--- config.mk ---
export PLATFORM = sky130hd
export DESIGN_NAME = return_and_rotate_exec
export DESIGN_NICKNAME = d
export VERILOG_FILES = /design/src/rr_exec_pkg.sv /design/src/phase_counter.sv /design/src/rotate_unit.sv /design/src/return_and_rotate_exec.sv
export SDC_FILE = /design/constraint.sdc
export NUM_CORES = 1
export LEC_CHECK = 0
export ABC_AREA = 1
export BUFFER_PORTS_ARGS = -buffer_cell sky130_fd_sc_hd__clkbuf_2
export CORE_ASPECT_RATIO = 0.5
export CORE_MARGIN = 1.5
export CORE_UTILIZATION = 45
export DETAILED_ROUTE_END_ITERATION = 8
export PLACE_DENSITY = 0.76
export SETUP_SLACK_MARGIN = 0.15
export SYNTH_ARGS = -nofsm -noshare
export SYNTH_HDL_FRONTEND = slang
export SYNTH_SLANG_ARGS = --single-unit
--- constraint.sdc ---
create_clock -name clock -period 3.9 [get_ports clock]
set_input_delay 0.585 -clock clock [delete_from_list [all_inputs] [get_ports clock]]
set_output_delay 0.585 -clock clock [all_outputs]
set_load 0.005 [all_outputs]
--- src/rr_exec_pkg.sv ---
// shared constants for the return and rotate execution block
package rr_exec_pkg;
  localparam int DATA_W = 8;
  localparam int PC_W = 21;
  localparam int FADDR_W = 8;
  localparam int BANK_W = 4;
  localparam int DADDR_W = 12;
  localparam int STATUS_W = 5;
  // flag bit positions in the status register
  localparam int FLAG_C = 0;
  localparam int FLAG_Z = 2;
  localparam int FLAG_N = 4;
  // opcode layout
  localparam logic [15:0] RETURN_MASK = 16'hFFFE;
  localparam logic [15:0] RETURN_CODE = 16'h0012;
  localparam int FAST_BIT = 0;
  localparam logic [5:0] ROT_LEFT_CARRY = 6'h0D;
  localparam logic [5:0] ROT_LEFT_PLAIN = 6'h11;
  localparam logic [5:0] ROT_RIGHT_CARRY = 6'h0C;
  localparam logic [5:0] ROT_RIGHT_PLAIN = 6'h10;
  localparam int OPC_HI = 15;
  localparam int OPC_LO = 10;
  localparam int DEST_BIT = 9;
  localparam int ACCESS_BIT = 8;
  // access bank split: low half maps to bank 0, upper half to bank 15
  localparam int ACCESS_SPLIT_BIT = 7;
  localparam logic [BANK_W-1:0] ACCESS_LOW_BANK = 4'h0;
  localparam logic [BANK_W-1:0] ACCESS_HIGH_BANK = 4'hF;
  // Avalon register map (word addresses)
  localparam logic [1:0] ADDR_WORKING = 2'h0;
  localparam logic [1:0] ADDR_STATUS = 2'h1;
  localparam logic [1:0] ADDR_BANK = 2'h2;
  localparam logic [1:0] ADDR_SHADOW = 2'h3;
  localparam logic [31:0] UNMAPPED_READ = 32'h00000000;
  typedef enum logic [1:0] {Q1, Q2, Q3, Q4} phase_t;
  typedef enum {OP_NONE, OP_RET, OP_RLC, OP_RLP, OP_RRC, OP_RRP} op_t;
endpackage

--- src/phase_counter.sv ---
// four-phase instruction cycle sequencer
`timescale 1ns/10ps
module phase_counter
  import rr_exec_pkg::*;
(
  input wire logic clock,
  input wire logic rst_b,
  output phase_t phase,
  output logic cycleEnd
);
  phase_t phase_reg;
  always_ff @(posedge clock) begin
    if (!rst_b) begin
      phase_reg <= Q1;
    end else begin
      case (phase_reg)
        Q1: phase_reg <= Q2;
        Q2: phase_reg <= Q3;
        Q3: phase_reg <= Q4;
        Q4: phase_reg <= Q1;
        default: phase_reg <= Q1;
      endcase
    end
  end
  assign phase = phase_reg;
  assign cycleEnd = (phase_reg == Q4);
endmodule // phase_counter

--- src/rotate_unit.sv ---
// 8-bit rotate datapath with flag results
`timescale 1ns/10ps
module rotate_unit
  import rr_exec_pkg::*;
#(
  parameter int WIDTH = DATA_W
) (
  input wire logic [WIDTH-1:0] operand,
  input wire logic carryIn,
  input wire logic goLeft,
  input wire logic throughCarry,
  output logic [WIDTH-1:0] result,
  output logic carryOut,
  output logic negOut,
  output logic zeroOut
);
  logic fillBit;
  always_comb begin
    if (goLeft) begin
      fillBit = throughCarry ? carryIn : operand[WIDTH-1];
      result = {operand[WIDTH-2:0], fillBit};
      carryOut = throughCarry ? operand[WIDTH-1] : carryIn;
    end else begin
      fillBit = throughCarry ? carryIn : operand[0];
      result = {fillBit, operand[WIDTH-1:1]};
      carryOut = throughCarry ? operand[0] : carryIn;
    end
    negOut = result[WIDTH-1];
    zeroOut = (result == '0);
  end
endmodule // rotate_unit

--- src/return_and_rotate_exec.sv ---
// return and rotate execution with Avalon register window
`timescale 1ns/10ps
//
// Notes on behaviour
// - a return pops the stack and loads the popped top entry into the program counter.
// - a return with the fast bit set restores working, flag and bank registers from shadows.
// - a return with the fast bit clear leaves working, flag and bank registers alone.
// - a return never changes the upper or high program-counter latches.
// - a return is two cycles: pop in Q4 of the first, nothing in the second.
// - rotate left through carry moves bit 7 to carry and old carry to bit 0, updating C, N, Z.
// - rotate left plain moves bit 7 to bit 0, updating N and Z only.
// - rotate right through carry moves bit 0 to carry and old carry to bit 7, updating C, N, Z.
// - destination bit 0 writes the working register, 1 writes the file register.
// - access bit 0 addresses the access bank ignoring the bank register.
// - access bit 1 forms the address from the bank register and the file field.
// - a rotate is one cycle: decode Q1, read Q2, process Q3, write Q4.
module return_and_rotate_exec
  import rr_exec_pkg::*;
(
  input wire logic clock,
  input wire logic rst_b,
  input wire logic [15:0] opcode,
  input wire logic opcodeValid,
  input wire logic [PC_W-1:0] stackTopEntry,
  input wire logic [DATA_W-1:0] fileReadData,
  input wire logic [PC_W-1:0] pcIn,
  input wire logic [PC_W-1:0] pcUpperLatchIn,
  input wire logic [1:0] avs_address,
  input wire logic avs_read,
  input wire logic avs_write,
  input wire logic [31:0] avs_writedata,
  input wire logic [3:0] avs_byteenable,
  output logic [31:0] avs_readdata,
  output logic avs_waitrequest,
  output logic opcodeTaken,
  output logic stackPop,
  output logic pcLoad,
  output logic [PC_W-1:0] pcValue,
  output logic fileRead,
  output logic fileWrite,
  output logic [DADDR_W-1:0] fileAddr,
  output logic [DATA_W-1:0] fileWriteData,
  output logic [DATA_W-1:0] workingRegister,
  output logic [STATUS_W-1:0] flagRegister,
  output logic [BANK_W-1:0] bankSelectRegister,
  output logic [1:0] execPhase
);
  ////////////////////////////////////////////////////////////////////////////
  phase_t phase;
  logic cycleEnd;
  phase_counter u_phase (
    .clock(clock),
    .rst_b(rst_b),
    .phase(phase),
    .cycleEnd(cycleEnd)
  );

  ////////////////////////////////////////////////////////////////////////////
  // decode, latched in Q1
  op_t op_reg;
  logic busy_reg;
  logic secondCycle_reg;
  logic fast_reg;
  logic destFile_reg;
  logic [DADDR_W-1:0] addr_reg;
  logic [DATA_W-1:0] operand_reg;
  logic [DATA_W-1:0] result_reg;
  logic [DATA_W-1:0] workingRegister_reg;
  logic [STATUS_W-1:0] flagRegister_reg;
  logic [BANK_W-1:0] bankSelectRegister_reg;
  logic [DATA_W-1:0] workingShadow_reg;
  logic [STATUS_W-1:0] flagShadow_reg;
  logic [BANK_W-1:0] bankSelectShadow_reg;
  op_t opDecoded;
  logic [DADDR_W-1:0] addrDecoded;
  logic [FADDR_W-1:0] fField;

  always_comb begin
    fField = opcode[FADDR_W-1:0];
    opDecoded = OP_NONE;
    if ((opcode & RETURN_MASK) == RETURN_CODE) begin
      opDecoded = OP_RET;
    end else begin
      case (opcode[OPC_HI:OPC_LO])
        ROT_LEFT_CARRY: opDecoded = OP_RLC;
        ROT_LEFT_PLAIN: opDecoded = OP_RLP;
        ROT_RIGHT_CARRY: opDecoded = OP_RRC;
        ROT_RIGHT_PLAIN: opDecoded = OP_RRP;
        default: opDecoded = OP_NONE;
      endcase
    end
    if (opcode[ACCESS_BIT]) begin
      addrDecoded = {bankSelectRegister_reg, fField};
    end else if (fField[ACCESS_SPLIT_BIT]) begin
      addrDecoded = {ACCESS_HIGH_BANK, fField};
    end else begin
      addrDecoded = {ACCESS_LOW_BANK, fField};
    end
  end

  wire logic isRotate = (op_reg == OP_RLC) || (op_reg == OP_RLP) || (op_reg == OP_RRC) || (op_reg == OP_RRP);
  wire logic rotDecoded = (opDecoded == OP_RLC) || (opDecoded == OP_RLP) || (opDecoded == OP_RRC) || (opDecoded == OP_RRP);
  wire logic rotTaken = (phase == Q1) && !secondCycle_reg && opcodeValid && rotDecoded;

  always_ff @(posedge clock) begin
    if (!rst_b) begin
      op_reg <= OP_NONE;
      busy_reg <= 1'b0;
      secondCycle_reg <= 1'b0;
      fast_reg <= 1'b0;
      destFile_reg <= 1'b1;
      addr_reg <= '0;
      opcodeTaken <= 1'b0;
    end else begin
      opcodeTaken <= 1'b0;
      if (phase == Q1 && !secondCycle_reg) begin
        op_reg <= opcodeValid ? opDecoded : OP_NONE;
        busy_reg <= opcodeValid && (opDecoded != OP_NONE);
        fast_reg <= opcode[FAST_BIT];
        destFile_reg <= opcode[DEST_BIT];
        addr_reg <= addrDecoded;
        opcodeTaken <= opcodeValid;
      end else if (phase == Q1) begin
        op_reg <= OP_NONE;
      end
      if (cycleEnd) begin
        secondCycle_reg <= (op_reg == OP_RET);
        if (op_reg != OP_RET) begin
          busy_reg <= 1'b0;
        end
      end
    end
  end

  ////////////////////////////////////////////////////////////////////////////
  // rotate datapath: read Q2, process Q3, write Q4
  logic [DATA_W-1:0] rotResult;
  logic rotCarry;
  logic rotNeg;
  logic rotZero;
  logic rotCarry_reg;
  logic rotNeg_reg;
  logic rotZero_reg;
  rotate_unit #(.WIDTH(DATA_W)) u_rot (
    .operand(operand_reg),
    .carryIn(flagRegister_reg[FLAG_C]),
    .goLeft((op_reg == OP_RLC) || (op_reg == OP_RLP)),
    .throughCarry((op_reg == OP_RLC) || (op_reg == OP_RRC)),
    .result(rotResult),
    .carryOut(rotCarry),
    .negOut(rotNeg),
    .zeroOut(rotZero)
  );

  always_ff @(posedge clock) begin
    if (!rst_b) begin
      operand_reg <= '0;
      result_reg <= '0;
      rotCarry_reg <= 1'b0;
      rotNeg_reg <= 1'b0;
      rotZero_reg <= 1'b0;
    end else begin
      if (phase == Q2 && isRotate) begin
        operand_reg <= fileReadData;
      end
      if (phase == Q3 && isRotate) begin
        result_reg <= rotResult;
        rotCarry_reg <= rotCarry;
        rotNeg_reg <= rotNeg;
        rotZero_reg <= rotZero;
      end
    end
  end

  // file port strobes, registered so they line up with Q2 and Q4
  always_ff @(posedge clock) begin
    if (!rst_b) begin
      fileRead <= 1'b0;
      fileWrite <= 1'b0;
      fileAddr <= '0;
      fileWriteData <= '0;
    end else begin
      // op_reg is still the previous instruction at the Q1 edge, so read off the decode
      fileRead <= rotTaken;
      fileWrite <= (phase == Q3) && isRotate && destFile_reg;
      if (rotTaken) begin
        fileAddr <= addrDecoded;
      end
      fileWriteData <= rotResult;
    end
  end

  ////////////////////////////////////////////////////////////////////////////
  // return: pop and load the counter in Q4 of the first cycle
  always_ff @(posedge clock) begin
    if (!rst_b) begin
      stackPop <= 1'b0;
      pcLoad <= 1'b0;
      pcValue <= '0;
    end else begin
      stackPop <= (phase == Q3) && (op_reg == OP_RET) && !secondCycle_reg;
      pcLoad <= (phase == Q3) && (op_reg == OP_RET) && !secondCycle_reg;
      pcValue <= stackTopEntry;
    end
  end

  ////////////////////////////////////////////////////////////////////////////
  // architectural registers; bus writes only when no instruction is active
  wire logic retWrite = cycleEnd && (op_reg == OP_RET) && !secondCycle_reg;
  wire logic rotWrite = cycleEnd && isRotate;
  wire logic busWrite = avs_write && !avs_waitrequest;

  always_ff @(posedge clock) begin
    if (!rst_b) begin
      workingRegister_reg <= '0;
    end else if (retWrite && fast_reg) begin
      workingRegister_reg <= workingShadow_reg;
    end else if (rotWrite && !destFile_reg) begin
      workingRegister_reg <= result_reg;
    end else if (busWrite && avs_address == ADDR_WORKING && avs_byteenable[0]) begin
      workingRegister_reg <= avs_writedata[DATA_W-1:0];
    end
  end

  always_ff @(posedge clock) begin
    if (!rst_b) begin
      flagRegister_reg <= '0;
    end else if (retWrite && fast_reg) begin
      flagRegister_reg <= flagShadow_reg;
    end else if (rotWrite) begin
      flagRegister_reg[FLAG_C] <= rotCarry_reg;
      flagRegister_reg[FLAG_N] <= rotNeg_reg;
      flagRegister_reg[FLAG_Z] <= rotZero_reg;
    end else if (busWrite && avs_address == ADDR_STATUS && avs_byteenable[0]) begin
      flagRegister_reg <= avs_writedata[STATUS_W-1:0];
    end
  end

  always_ff @(posedge clock) begin
    if (!rst_b) begin
      bankSelectRegister_reg <= '0;
    end else if (retWrite && fast_reg) begin
      bankSelectRegister_reg <= bankSelectShadow_reg;
    end else if (busWrite && avs_address == ADDR_BANK && avs_byteenable[0]) begin
      bankSelectRegister_reg <= avs_writedata[BANK_W-1:0];
    end
  end

  // shadow copies loaded by software: byte 0 working, 1 flags, 2 bank
  always_ff @(posedge clock) begin
    if (!rst_b) begin
      workingShadow_reg <= '0;
      flagShadow_reg <= '0;
      bankSelectShadow_reg <= '0;
    end else if (busWrite && avs_address == ADDR_SHADOW) begin
      if (avs_byteenable[0]) begin
        workingShadow_reg <= avs_writedata[7:0];
      end
      if (avs_byteenable[1]) begin
        flagShadow_reg <= avs_writedata[8 +: STATUS_W];
      end
      if (avs_byteenable[2]) begin
        bankSelectShadow_reg <= avs_writedata[16 +: BANK_W];
      end
    end
  end

  ////////////////////////////////////////////////////////////////////////////
  // Avalon slave: one wait cycle, stalls while an instruction is in flight
  logic accepted_reg;
  always_ff @(posedge clock) begin
    if (!rst_b) begin
      avs_waitrequest <= 1'b1;
      accepted_reg <= 1'b0;
      avs_readdata <= UNMAPPED_READ;
    end else begin
      accepted_reg <= 1'b0;
      avs_waitrequest <= 1'b1;
      if ((avs_read || avs_write) && avs_waitrequest && !accepted_reg && !busy_reg && opcodeValid == 1'b0) begin
        avs_waitrequest <= 1'b0;
        accepted_reg <= 1'b1;
        case (avs_address)
          ADDR_WORKING: avs_readdata <= {24'h000000, workingRegister_reg};
          ADDR_STATUS: avs_readdata <= {27'h0000000, flagRegister_reg};
          ADDR_BANK: avs_readdata <= {28'h0000000, bankSelectRegister_reg};
          ADDR_SHADOW: avs_readdata <= {12'h000, bankSelectShadow_reg, 3'h0, flagShadow_reg, workingShadow_reg};
          default: avs_readdata <= UNMAPPED_READ;
        endcase
      end
    end
  end

  assign workingRegister = workingRegister_reg;
  assign flagRegister = flagRegister_reg;
  assign bankSelectRegister = bankSelectRegister_reg;
  assign execPhase = phase;
endmodule // return_and_rotate_exec

==> metrics.md, run 1 <==
| Metric | Value |
|---|---|
| Outcome | completed |
| Global Route Usage Sum | a little under a quarter |
| Max FFs per register | 21 |
| Biggest regs | pcValue x21, avs_readdata x17, fileAddr x12 |
| Hold buffer count at cts | 0 |
| Max-cap viol count | 0 |
| Compound-cell area share of the yosys netlist | around 18% |
| Async S/R FF share, synth | 0% |
| CTS clk-pin slew, worst paths | around 0.06 ns |
| Cell taking the most area after synthesis | dfxtp_1 |
| Fin crit share | 49.48% |
| Worst path depth | 8 |
| Post-Synth Simple-Gate Area | between 20 and 25% |
| Fillers | between 1k and 1.5k |
| Fin nets | 984 |
| WHS Path Cells | 3 |
| CTS tree | yes |
| Drt pass-1 iters | 6 |
| H-Tree Depth | 4 |
| Die area | 12430 sq um |
| Core ar. | between 10000 and 15000 sq um |
| Synth cell types | 35 |
| Synth top cells by count | nand2_1, dfxtp_1, inv_1 |
| Initial antenna violation count | 0 |
| Worst setup margin | just under 2 ns |
| Mux cell area share after synthesis | 0% |
| Kind of start point of the critical path | register |
| Avg Vias per Cell | 4.981 |
| Leakage power | about 3.3 nW |
| Crit path buf inv count | 2 |
| Top Ports | about 230 |
| Most frequently used flop master after synthesis | dfxtp_1 |
| Adder-Cell Fraction of Synth Area | under 10% |
| Top area cells in the synthesized netlist | dfxtp_1, nand2_1, a21oi_1, inv_1, nor2_1 |
| Synthesized instance count | roughly 700 |
| VDD IR max | around 0.00036 V |
| Setup Skew | 0.009458 ns |
| PD cells | approximately 500 nW/um^2 |
| Fraction of layout cells with a size suffix above 1 | between 20 and 30% |
| Clock Latency Late Sink | a little over 0.4 ns |
| EDFF count, synth | 0 |
| Xor/xnor share of the synthesized area | 0% |
| Final-report max-slew violation count | 0 |
| Hold Path Class | in2reg |
| R2r worst-path depth | 8 |
| Worst-path fanout max | 19 |
| CTS buffer count | 17 |
| Die Wd | around 160 um |
| RSZ-0062 raised after global routing | no |
| # DRC | 0 |
| Part of the power in registers | approximately two fifths |
| Total clock sinks | 125 |
| Crit. End Element | register |
| Worst EP arrival | between 2 and 2.5 ns |
| Number of global-route vias before repair | 4493 |
| Ant diodes | 0 |
| GP Congestion | roughly 0.89 |
| Endpoints failing setup | 0 |
| Core Util, Final | between 50% and 60% |
| Die Ht | 79.58 um |
| Inst Count DP | between 900 and 1k |
| Share of the synthesized area in the top cell type | 47.42% |
| YS warnings | 0 |
| Largest family of logic cells by synthesized area | simple AND/OR/NAND/NOR gates |
| Top reg by flops | pcValue |
| Sequential area share after synthesis | between 40 and 50% |
| Crit Path Class | reg2reg |
| Mapped cell area | 5278 sq um |
| Combinational Power Share | 8.1% |
| Sw frac | between 20% and 30% |
| Initial DRC count | about 280 |
| Clk root buf | clkbuf_16 |
| Clock power frac | roughly 52% |
| Final hold vios | 0 |
| Top-count cell post-synth | nand2_1 |
| WL/cell | 13.77 um |
| Rows | 27 |
| Vias | between 5k and 6k |
| Critical path's most frequent cell | a21oi_1 |
| CP max-delay cell | dfxtp_1 |
| Post-Route WL | around 14 mm |
| Period minus WS final | between 1.5 and 2 ns |
| First-pass GRT wire length | about 22 mm |
| Setup TNS | 0 ns |
| Slew at the pin with the worst max-slew slack | roughly 0.81 ns |
| DP Wirelength | 9.889 mm |
| Internal cell power | around 2.6 mW |
| Final Non-Filler Cells | between 1k and 1.5k |
| Syn Area/Cell | around 7.5 sq um |
| Post-DRT Antenna Nets | 0 |
| Final global-route overflow total | 0 |
| Largest net degree at the start of global routing | approximately 60 |
| Port Buf Inserts | 154 |
| Post-CTS sizing | 0 |
| FF+latch count, synth | around 130 |
| Crit path max-delay family | simple AND/OR/NAND/NOR gates |
| Pre-CTS setup slack | 1.672 ns |
| Fmax achieved | 518.2 MHz |
| Slew headroom | 45.83% |
| Postcts setup bufs | 0 |
| Worst Path Required | 4.19 ns |
| CTS Buffer Depth | 2 |
| Crit-path cells | ha_1 -> nand3_2 -> nor2_8 -> inv_4 -> nand2_4 -> inv_1 -> a21oi_1 -> a21oi_1 |
| Effective utilization at floorplan | a little under half |
| Critical path's largest stage delay | 0.38 ns |
| Area growth from synthesis to layout | 27.45% |
| Net switching power | roughly 800 uW |
logic make-up after synthesis:
kind of cell             after synthesis
adder cells (fa/ha/maj)                6
AO/OA/AOI/OAI                        171
AND/OR/NAND/NOR                      267
buffers and inverters                131
other                                  1
flip-flops                           125
layout by cell type, fill, tap and decap left out, drive strengths merged:
master,n
clkbuf,173
nand2,155
dfxtp,125
inv,90
nor2,72
o21ai,72
a21oi,71
nand3,27
conb,15
o2111ai,13
o211ai,11
ha,6
bufinv,5
nand4,4
buf,4
clkinv,4
or2,3
nor3,3
nand3b,2
o22ai,2
a211oi,1
o21a,1
nor4,1
clkinvlp,1
worst reg2reg max path, cell delays in order, from the launching register on:
cell and delay, ns:
dfxtp_1 0.38, ha_1 0.28, nand3_2 0.16, nor2_8 0.30, inv_4 0.17, nand2_4 0.20
inv_1 0.10, a21oi_1 0.14, a21oi_1 0.07
metal layers:
layer  global-route usage (%)  vias to the layer above  wire length [um]
li1                         -                     2546                 -
met1                    29.81                     2328              6369
met2                    36.31                      191              6498
met3                    6.135                       16              1019
met4                    7.333                        0               161
met5                        0                        -                 0
power by group through the flow:
| stage | sequential [mW] | clock [mW] | combinational [mW] |
|---|---|---|---|
| after floorplan | 1.37 | 0 | 0.166 |
| after global placement | 1.37 | 0 | 0.256 |
| after detailed placement | 1.37 | 0 | 0.263 |
| after CTS | 1.34 | 1.77 | 0.270 |
| after global routing | 1.34 | 1.84 | 0.307 |
| final | 1.34 | 1.75 | 0.272 |
path summary, 6_finish.rpt:
path	end	slack, ns	startpoint
worst min register to register	fileAddr[0]	0.46	fileAddr[0]
worst min-delay path	pcValue[10]	0.35	stackTopEntry[10]
worst max register to register	workingRegister[3]	1.97	u_phase.phase[0]
worst max-delay path	workingRegister[3]	1.97	u_phase.phase[0]
through the flow:
stage	hold slack (ns)	area, sq um	power, mW
3_5_place_dp	0.4550	6072	1.630
4_1_cts	0.3443	6726	3.381
2_1_floorplan	0.4344	5330	1.533
3_3_place_gp	0.4508	6072	1.622
5_1_grt	0.3449	6726	3.492
6_report	0.3490	6726	3.365
layout make-up:
| cell class | count | area, sq um | area share (%) |
|---|---|---|---|
| clock buffers | 19 | 442.9 | 6.585 |
| flip-flops and latches | 125 | 2502 | 37.20 |
| clock inverters | 13 | 211.5 | 3.144 |
| multi-input cells | 459 | 2241 | 33.31 |
| well taps | 159 | 198.9 | 2.958 |
| inverters | 87 | 329.1 | 4.892 |
| repair buffers | 158 | 800.8 | 11.90 |
Note: power is estimated with default switching activity, not from simulation.
==> run 2, diff against run 1 <==
ABC_AREA = 0   (was 1)
PLACE_DENSITY = 0.77   (was 0.76)
clock period = 1.9 ns   (was 3.9 ns; I/O delays follow)
==> metrics.md, run 2 <==
| Metric | Value |
|---|---|
| Outcome | completed (unchanged) |
| Final hold vios | 0 (unchanged) |
| Core ar. | 11010 sq um (was 11220 sq um) |
| Internal cell power | 5.016 mW (was 2.566 mW) |
| WL/cell | 15.48 um (was 13.77 um) |
| Final global-route overflow total | 0 (unchanged) |
| Setup Skew | 0.006851 ns (was 0.009458 ns) |
| H-Tree Depth | 4 (unchanged) |
| Crit path max-delay family | multiplexers (was simple AND/OR/NAND/NOR gates) |
| Crit path buf inv count | 1 (was 2) |
| CTS tree | yes (unchanged) |
| Die Ht | 78.18 um (was 79.58 um) |
| Slew headroom | 56.22% (was 45.83%) |
| Combinational Power Share | 8.3% (was 8.1%) |
| Most common cell after layout, fill and taps aside | clkbuf_2 (unchanged) |
| Post-DRT Antenna Nets | 0 (unchanged) |
| CTS buffer count | 17 (unchanged) |
| RSZ-0062 raised after global routing | yes (was no) |
| # DRC | 0 (unchanged) |
| Initial DRC count | 232 (was 283) |
| Crit. End Element | register (unchanged) |
| CTS clk-pin slew, worst paths | 0.06 ns (about the same) |
| Drt pass-1 iters | 5 (was 6) |
| Kind of start point of the critical path | register (unchanged) |
| Biggest regs | pcValue x21, avs_readdata x17, fileAddr x12 (unchanged) |
| Setup crit end | workingRegister[0] (was workingRegister[3]) |
| Number of global-route vias before repair | 4067 (was 4493) |
| Period minus WS final | 1.782 ns (was 1.930 ns) |
| Top reg by flops | pcValue (unchanged) |
| Fin nets | 824 (was 984) |
| Syn Area/Cell | 9.819 sq um (was 7.529 sq um) |
| Setup TNS | 0 ns (unchanged) |
| Crit-path cells | ha_4 -> nor3b_4 -> buf_12 -> mux2_2 -> mux2i_1 -> o2bb2ai_1 (was ha_1 -> nand3_2 -> nor2_8 -> inv_4 -> nand2_4 -> inv_1 -> a21oi_1 -> a21oi_1) |
| Sequential area share after synthesis | 49.20% (was 47.42%) |
| Net switching power | 1.507 mW (was 798.8 uW) |
| Initial antenna violation count | 0 (unchanged) |
| Avg Vias per Cell | 5.209 (was 4.981) |
| Top area cells in the synthesized netlist | dfxtp_1, mux2i_1, nor2_1, and2_1, nand2_1 (was dfxtp_1, nand2_1, a21oi_1, inv_1, nor2_1) |
| Post-Route WL | 13.09 mm (was 14.05 mm) |
| Worst EP arrival | 2.09 ns (was 2.22 ns) |
| Share of the synthesized area in the top cell type | 49.20% (was 47.42%) |
| Slew at the pin with the worst max-slew slack | 0.6543 ns (was 0.8117 ns) |
| Reg2Reg Capture Point | workingRegister[0] (was workingRegister[3]) |
| Worst-path fanout max | 6 (was 19) |
| Cell taking the most area after synthesis | dfxtp_1 (unchanged) |
| Clock power frac | 49.4% (was 52.1%) |
| Die Wd | 153.4 um (was 156.2 um) |
| Mapped cell area | 5086 sq um (was 5278 sq um) |
| Most frequent cells in the layout | clkbuf_2, dfxtp_1, nor2_1 (was clkbuf_2, nand2_1, dfxtp_1) |
| GP Congestion | 0.8128 (was 0.8898) |
| Largest family of logic cells by synthesized area | simple AND/OR/NAND/NOR gates (unchanged) |
| Max-cap viol count | 0 (unchanged) |
| Rows | 27 (unchanged) |
| Mux cell area share after synthesis | 12.64% (was 0%) |
| Synth top cells by count | dfxtp_1, nor2_1, mux2i_1 (was nand2_1, dfxtp_1, inv_1) |
| Most frequently used flop master after synthesis | dfxtp_1 (unchanged) |
| Max FFs per register | 21 (unchanged) |
| Fmax achieved | 561.0 MHz (was 518.2 MHz) |
| Worst Path Required | 2.20 ns (was 4.19 ns) |
| VDD IR max | 0.0005395 V (was 0.0003638 V) |
| Endpoints failing setup | 0 (unchanged) |
| Leakage power | 2.948 nW (was 3.252 nW) |
| Async S/R FF share, synth | 0% (unchanged) |
| FF+latch count, synth | 125 (unchanged) |
| Top Ports | 228 (unchanged) |
| Synth cell types | 54 (was 35) |
| Launch point of the worst path | op_reg[1] (was u_phase.phase[0]) |
| PD cells | 965.4 nW/um^2 (was 500.3 nW/um^2) |
| Vias | 4407 (was 5081) |
| Worst reg2reg setup slack | 0.12 ns (was 1.97 ns) |
| Die area | 11990 sq um (was 12430 sq um) |
| Part of the power in registers | 42.3% (was 39.8%) |
| Worst path depth | 6 (was 8) |
| CP max-delay cell | dfxtp_1 (unchanged) |
| Fin crit share | 93.81% (was 49.48%) |
| Synthesized instance count | 518 (was 701) |
| CTS Buffer Depth | 2 (unchanged) |
| R2r worst-path depth | 6 (was 8) |
| Sw frac | 23.10% (was 23.74%) |
| DP Wirelength | 9.189 mm (was 9.889 mm) |
| EDFF count, synth | 0 (unchanged) |
| YS warnings | 0 (unchanged) |
| First-pass GRT wire length | 20.16 mm (was 21.81 mm) |
| Placed instance area | 6033 sq um (was 6072 sq um) |
| Crit Path Class | reg2reg (unchanged) |
| Port Buf Inserts | 154 (unchanged) |
| Hold Path Class | in2reg (unchanged) |
| Area growth from synthesis to layout | 32.84% (was 27.45%) |
| Total clock sinks | 125 (unchanged) |
| Compound-cell area share of the yosys netlist | 12.15% (was 18.16%) |
| Fin area | 6756 sq um (was 6726 sq um) |
| Clk root buf | clkbuf_16 (unchanged) |
| Effective utilization at floorplan | 46.18% (was 47.05%) |
| Clock Latency Late Sink | 0.41 ns (about the same) |
| Post-Synth Simple-Gate Area | 18.45% (was 21.81%) |
| Top-count cell post-synth | dfxtp_1 (was nand2_1) |
| Ant diodes | 0 (unchanged) |
| Xor/xnor share of the synthesized area | 0.1722% (was 0%) |
| Reg-to-Reg Start | op_reg[1] (was u_phase.phase[0]) |
| Fraction of layout cells with a size suffix above 1 | 35.52% (was 25.55%) |
| Core Util, Final | 61.35% (was 59.97%) |
| Critical path's largest stage delay | 0.39 ns (was 0.38 ns) |
| Largest net degree at the start of global routing | 39 (was 59) |
| Final-report max-slew violation count | 0 (unchanged) |
| Adder-Cell Fraction of Synth Area | 1.476% (was 1.422%) |
| Global Route Usage Sum | 21.72% (was 22.67%) |
run 2: changes by cell type after synthesis, moves of 11 or more:
cell | before | now
nand2_1 | 151 | 39
nand3_1 | 24 | 13
o21ai_0 | 49 | 5
o2111ai_1 | 13 | 2
a21oi_1 | 71 | 21
mux2i_1 | 0 | 44
inv_1 | 78 | 7
a211oi_1 | 1 | 18
and2_1 | 0 | 26
o21ai_1 | 22 | 0
run 2: logic make-up after synthesis:
| group | Yosys count |
|---|---|
| multiplexers | 58 |
| buffers and inverters | 55 |
| other | 1 |
| flip-flops | 125 |
| adder cells (fa/ha/maj) | 6 |
| AO/OA/AOI/OAI | 87 |
| XOR/XNOR | 1 |
| AND/OR/NAND/NOR | 185 |
run 2: timing repair:
item / 4_1_cts / 5_1_grt
buffers inserted: 0 / 7
pin swaps: 0 / 5
gates cloned: 0 / 1
endpoints found under the setup margin: 8 / 27
resized for setup: 2 / 12
hold buffers: 0 / 0
run 2: stage by stage:
| stage | setup WS (ns) | hold slack (ns) | power (mW) | cells |
|---|---|---|---|---|
| finish | 0.1175 | 0.07643 | 6.523 | 846 |
| global route | 0.07196 | 0.06441 | 6.745 | 846 |
| CTS | 0.1140 | 0.06155 | 6.542 | 838 |
| detailed placement | 0.09174 | 0.4526 | 3.317 | 806 |
| global placement | 0.09297 | 0.4445 | 3.302 | 806 |
| floorplan | 0.1625 | 0.4123 | 3.110 | 532 |
run 2: how the worst min path moves through the flow:
stage,startpoint,to,slack (ns),cells after the start
after floorplan,stackTopEntry[0],pcValue[0],0.41,1
after global placement,fileAddr[0],fileAddr[0],0.44,2
after detailed placement,fileAddr[4],fileAddr[4],0.45,2
after CTS,stackTopEntry[5],pcValue[5],0.06,2
after global routing,stackTopEntry[7],pcValue[7],0.06,2
final,stackTopEntry[5],pcValue[5],0.08,2
run 2: metal layers:
layer | global-route usage [%] | part of all wire [%]
met3 | 5.577 | 7.1
met1 | 28.08 | 46
met5 | 0 | 0
met4 | 10.10 | 1.6
met2 | 34.41 | 46
run 2: final cells by class:
type	count	area, sq um
Timing Repair Buffer	184	1039
Fill cell	894	4257
Tap cell	145	181.4
Sequential cell	125	2505
Multi-Input combinational cell	352	2406
Clock buffer	21	480.5
Clock inverter	11	115.1
Inverter	8	30.03
run 2: power groups by stage:
stage	clock [mW]	sequential [mW]	combinational, mW
floorplan	0	2.80	0.310
global placement	0	2.80	0.504
detailed placement	0	2.80	0.514
CTS	3.27	2.75	0.521
global route	3.38	2.76	0.600
finish	3.22	2.76	0.543
==> run 3, diff against run 2 <==
CORE_UTILIZATION = 32   (was 45)
PLACE_DENSITY = not set   (was 0.77)
==> metrics.md, run 3 (same netlist as run 2, synthesis figures left out) <==
| Metric | Value |
|---|---|
| Hold Path Class | in2reg (unchanged) |
| Area of the multi-input gates | 2436 sq um (was 2406 sq um) |
| Number of global-route vias before repair | 3964 (was 4067) |
| # DRC | 0 (unchanged) |
| Hold buffer count at cts | 0 (unchanged) |
| Most frequent cells in the layout | clkbuf_2, dfxtp_1, nor2_1 (unchanged) |
| Die Wd | 181.3 um (was 153.4 um) |
| Launch point of the worst path | op_reg[2] (was op_reg[1]) |
| Final hold vios | 0 (unchanged) |
| Worst EP arrival | 2.05 ns (was 2.09 ns) |
| Fin crit share | 91.49% (was 93.81%) |
| Ant diodes | 0 (unchanged) |
| Kind of start point of the critical path | register (unchanged) |
| Fmax achieved | 575.3 MHz (was 561.0 MHz) |
| CTS tree | yes (unchanged) |
| Placed instance area | 6110 sq um (was 6033 sq um) |
| Part of the power in registers | 42.0% (was 42.3%) |
| Reg-to-Reg Start | op_reg[2] (was op_reg[1]) |
| Slew headroom | 56.40% (was 56.22%) |
| Leakage power | 2.943 nW (was 2.948 nW) |
| Slew at the pin with the worst max-slew slack | 0.6517 ns (was 0.6543 ns) |
| Crit. End Element | register (unchanged) |
| Vias | 4282 (was 4407) |
| R2r worst-path depth | 7 (was 6) |
| Initial antenna violation count | 0 (unchanged) |
| Largest net degree at the start of global routing | 52 (was 39) |
| H-Tree Depth | 4 (unchanged) |
| RSZ-0062 raised after global routing | yes (unchanged) |
| Final-report max-slew violation count | 0 (unchanged) |
| Top reg by flops | pcValue (unchanged) |
| Worst-path fanout max | 5 (was 6) |
| Sequential cell area | 2507 sq um (was 2505 sq um) |
| Port Buf Inserts | 154 (unchanged) |
| Initial DRC count | 179 (was 232) |
| Die Ht | 92.15 um (was 78.18 um) |
| VDD IR max | 0.0006270 V (was 0.0005395 V) |
| WL/cell | 15.35 um (was 15.48 um) |
| Total clock sinks | 125 (unchanged) |
| Max-cap viol count | 0 (unchanged) |
| Internal cell power | 4.919 mW (was 5.016 mW) |
| Max FFs per register | 21 (unchanged) |
| Worst reg2reg setup slack | 0.16 ns (was 0.12 ns) |
| Global Route Usage Sum | 16.73% (was 21.72%) |
| Clock power frac | 49.7% (was 49.4%) |
| Most common cell after layout, fill and taps aside | clkbuf_2 (unchanged) |
| Avg Vias per Cell | 4.742 (was 5.209) |
| Combinational Power Share | 8.4% (was 8.3%) |
| Setup crit end | workingRegister[1] (was workingRegister[0]) |
| Top Ports | 228 (unchanged) |
| CTS Buffer Depth | 2 (unchanged) |
| Drt pass-1 iters | 4 (was 5) |
| Clk root buf | clkbuf_16 (unchanged) |
| Post-Route WL | 13.86 mm (was 13.09 mm) |
| Biggest regs | pcValue x21, avs_readdata x17, fileAddr x12 (unchanged) |
| Fin area | 6827 sq um (was 6756 sq um) |
| Setup Skew | 0.009118 ns (was 0.006851 ns) |
| GP Congestion | 0.7705 (was 0.8128) |
| Fin nets | 822 (was 824) |
| First-pass GRT wire length | 21.26 mm (was 20.16 mm) |
| Period minus WS final | 1.738 ns (was 1.782 ns) |
| Rows | 32 (was 27) |
| Die area | 16710 sq um (was 11990 sq um) |
| Final global-route overflow total | 0 (unchanged) |
| Core Util, Final | 44.17% (was 61.35%) |
| Net switching power | 1.649 mW (was 1.507 mW) |
| Area growth from synthesis to layout | 34.22% (was 32.84%) |
| Post-DRT Antenna Nets | 0 (unchanged) |
| Clock Latency Late Sink | 0.41 ns (about the same) |
| Core ar. | 15450 sq um (was 11010 sq um) |
| CTS clk-pin slew, worst paths | 0.06 ns (about the same) |
| Fraction of layout cells with a size suffix above 1 | 35.77% (was 35.52%) |
| Worst Path Required | 2.21 ns (was 2.20 ns) |
| CTS buffer count | 17 (unchanged) |
| Crit Path Class | reg2reg (unchanged) |
| Fillers | 1525 (was 894) |
| PD cells | 962.1 nW/um^2 (was 965.4 nW/um^2) |
| Reg2Reg Capture Point | workingRegister[1] (was workingRegister[0]) |
| Effective utilization at floorplan | 32.91% (was 46.18%) |
| Sw frac | 25.11% (was 23.10%) |
| Outcome | completed (unchanged) |
| DP Wirelength | 9.930 mm (was 9.189 mm) |
| Endpoints failing setup | 0 (unchanged) |
-- run 3: how the worst min path moves through the flow --
| stage | cells after the start | from | slack (ns) | to |
|---|---|---|---|---|
| after global placement | 2 | fileAddr[7] | 0.44 | fileAddr[7] |
| after floorplan | 1 | stackTopEntry[0] | 0.41 | pcValue[0] |
| after CTS | 2 | stackTopEntry[15] | 0.06 | pcValue[15] |
| after global routing | 2 | stackTopEntry[5] | 0.06 | pcValue[5] |
| final | 2 | stackTopEntry[15] | 0.07 | pcValue[15] |
| after detailed placement | 2 | fileAddr[5] | 0.45 | fileAddr[5] |
-- run 3: cell type report --
cell class              count  share of cell area (%)
flip-flops and latches    125                   36.73
clock buffers              18                   6.287
repair buffers            182                   14.81
well taps                 204                   3.739
inverters                   8                  0.4399
clock inverters            14                   2.309
multi-input cells         352                   35.69
-- run 3: what timing repair did --
item | in CTS | in global routing
setup endpoints to repair | 27 | 31
endpoints found under the hold margin | 0 | 0
buffers inserted | 0 | 3
cloned | 0 | 1
resized for setup | 6 | 17
pin swaps | 0 | 9
-- run 3: worst max-delay path: stages (launching register included) --
cell and delay (ns):
dfxtp_2 0.33, inv_2 0.05, ha_4 0.25, nor3b_4 0.30, clkbuf_16 0.21, mux2_4 0.29, mux2i_1 0.13, o2bb2ai_1 0.07
-- run 3: metal layers --
metal  vias to the layer above  routed length (um)  track usage [%]  part of all wire, %
li1                       2133                   -                -                    -
met1                      2014                6831            22.33                   49
met5                         -                   0                0                    0
met4                         0                 151            5.833                  1.1
met2                       120                6194            26.15                   45
met3                        15                 681            4.329                  4.9
-- run 3: metrics by stage --
step	std cells	hold slack [ns]	TNS [ns]	total power [mW]	worst slack, ns
global placement	867	0.4442	0	3.319	0.01709
global route	903	0.06491	0	6.838	0.1034
CTS	899	0.05724	0	6.622	0.1596
floorplan	532	0.4123	0	3.110	0.1625
finish	903	0.07247	0	6.568	0.1617
detailed placement	867	0.4502	-0.01123	3.326	-0.01076
-- run 3: power by group through the flow --
| stage | clock (mW) | sequential [mW] | combinational (mW) |
|---|---|---|---|
| finish | 3.26 | 2.76 | 0.549 |
| global route | 3.47 | 2.76 | 0.608 |
| CTS | 3.34 | 2.75 | 0.531 |
| detailed placement | 0 | 2.80 | 0.522 |
| global placement | 0 | 2.80 | 0.518 |
| floorplan | 0 | 2.80 | 0.310 |
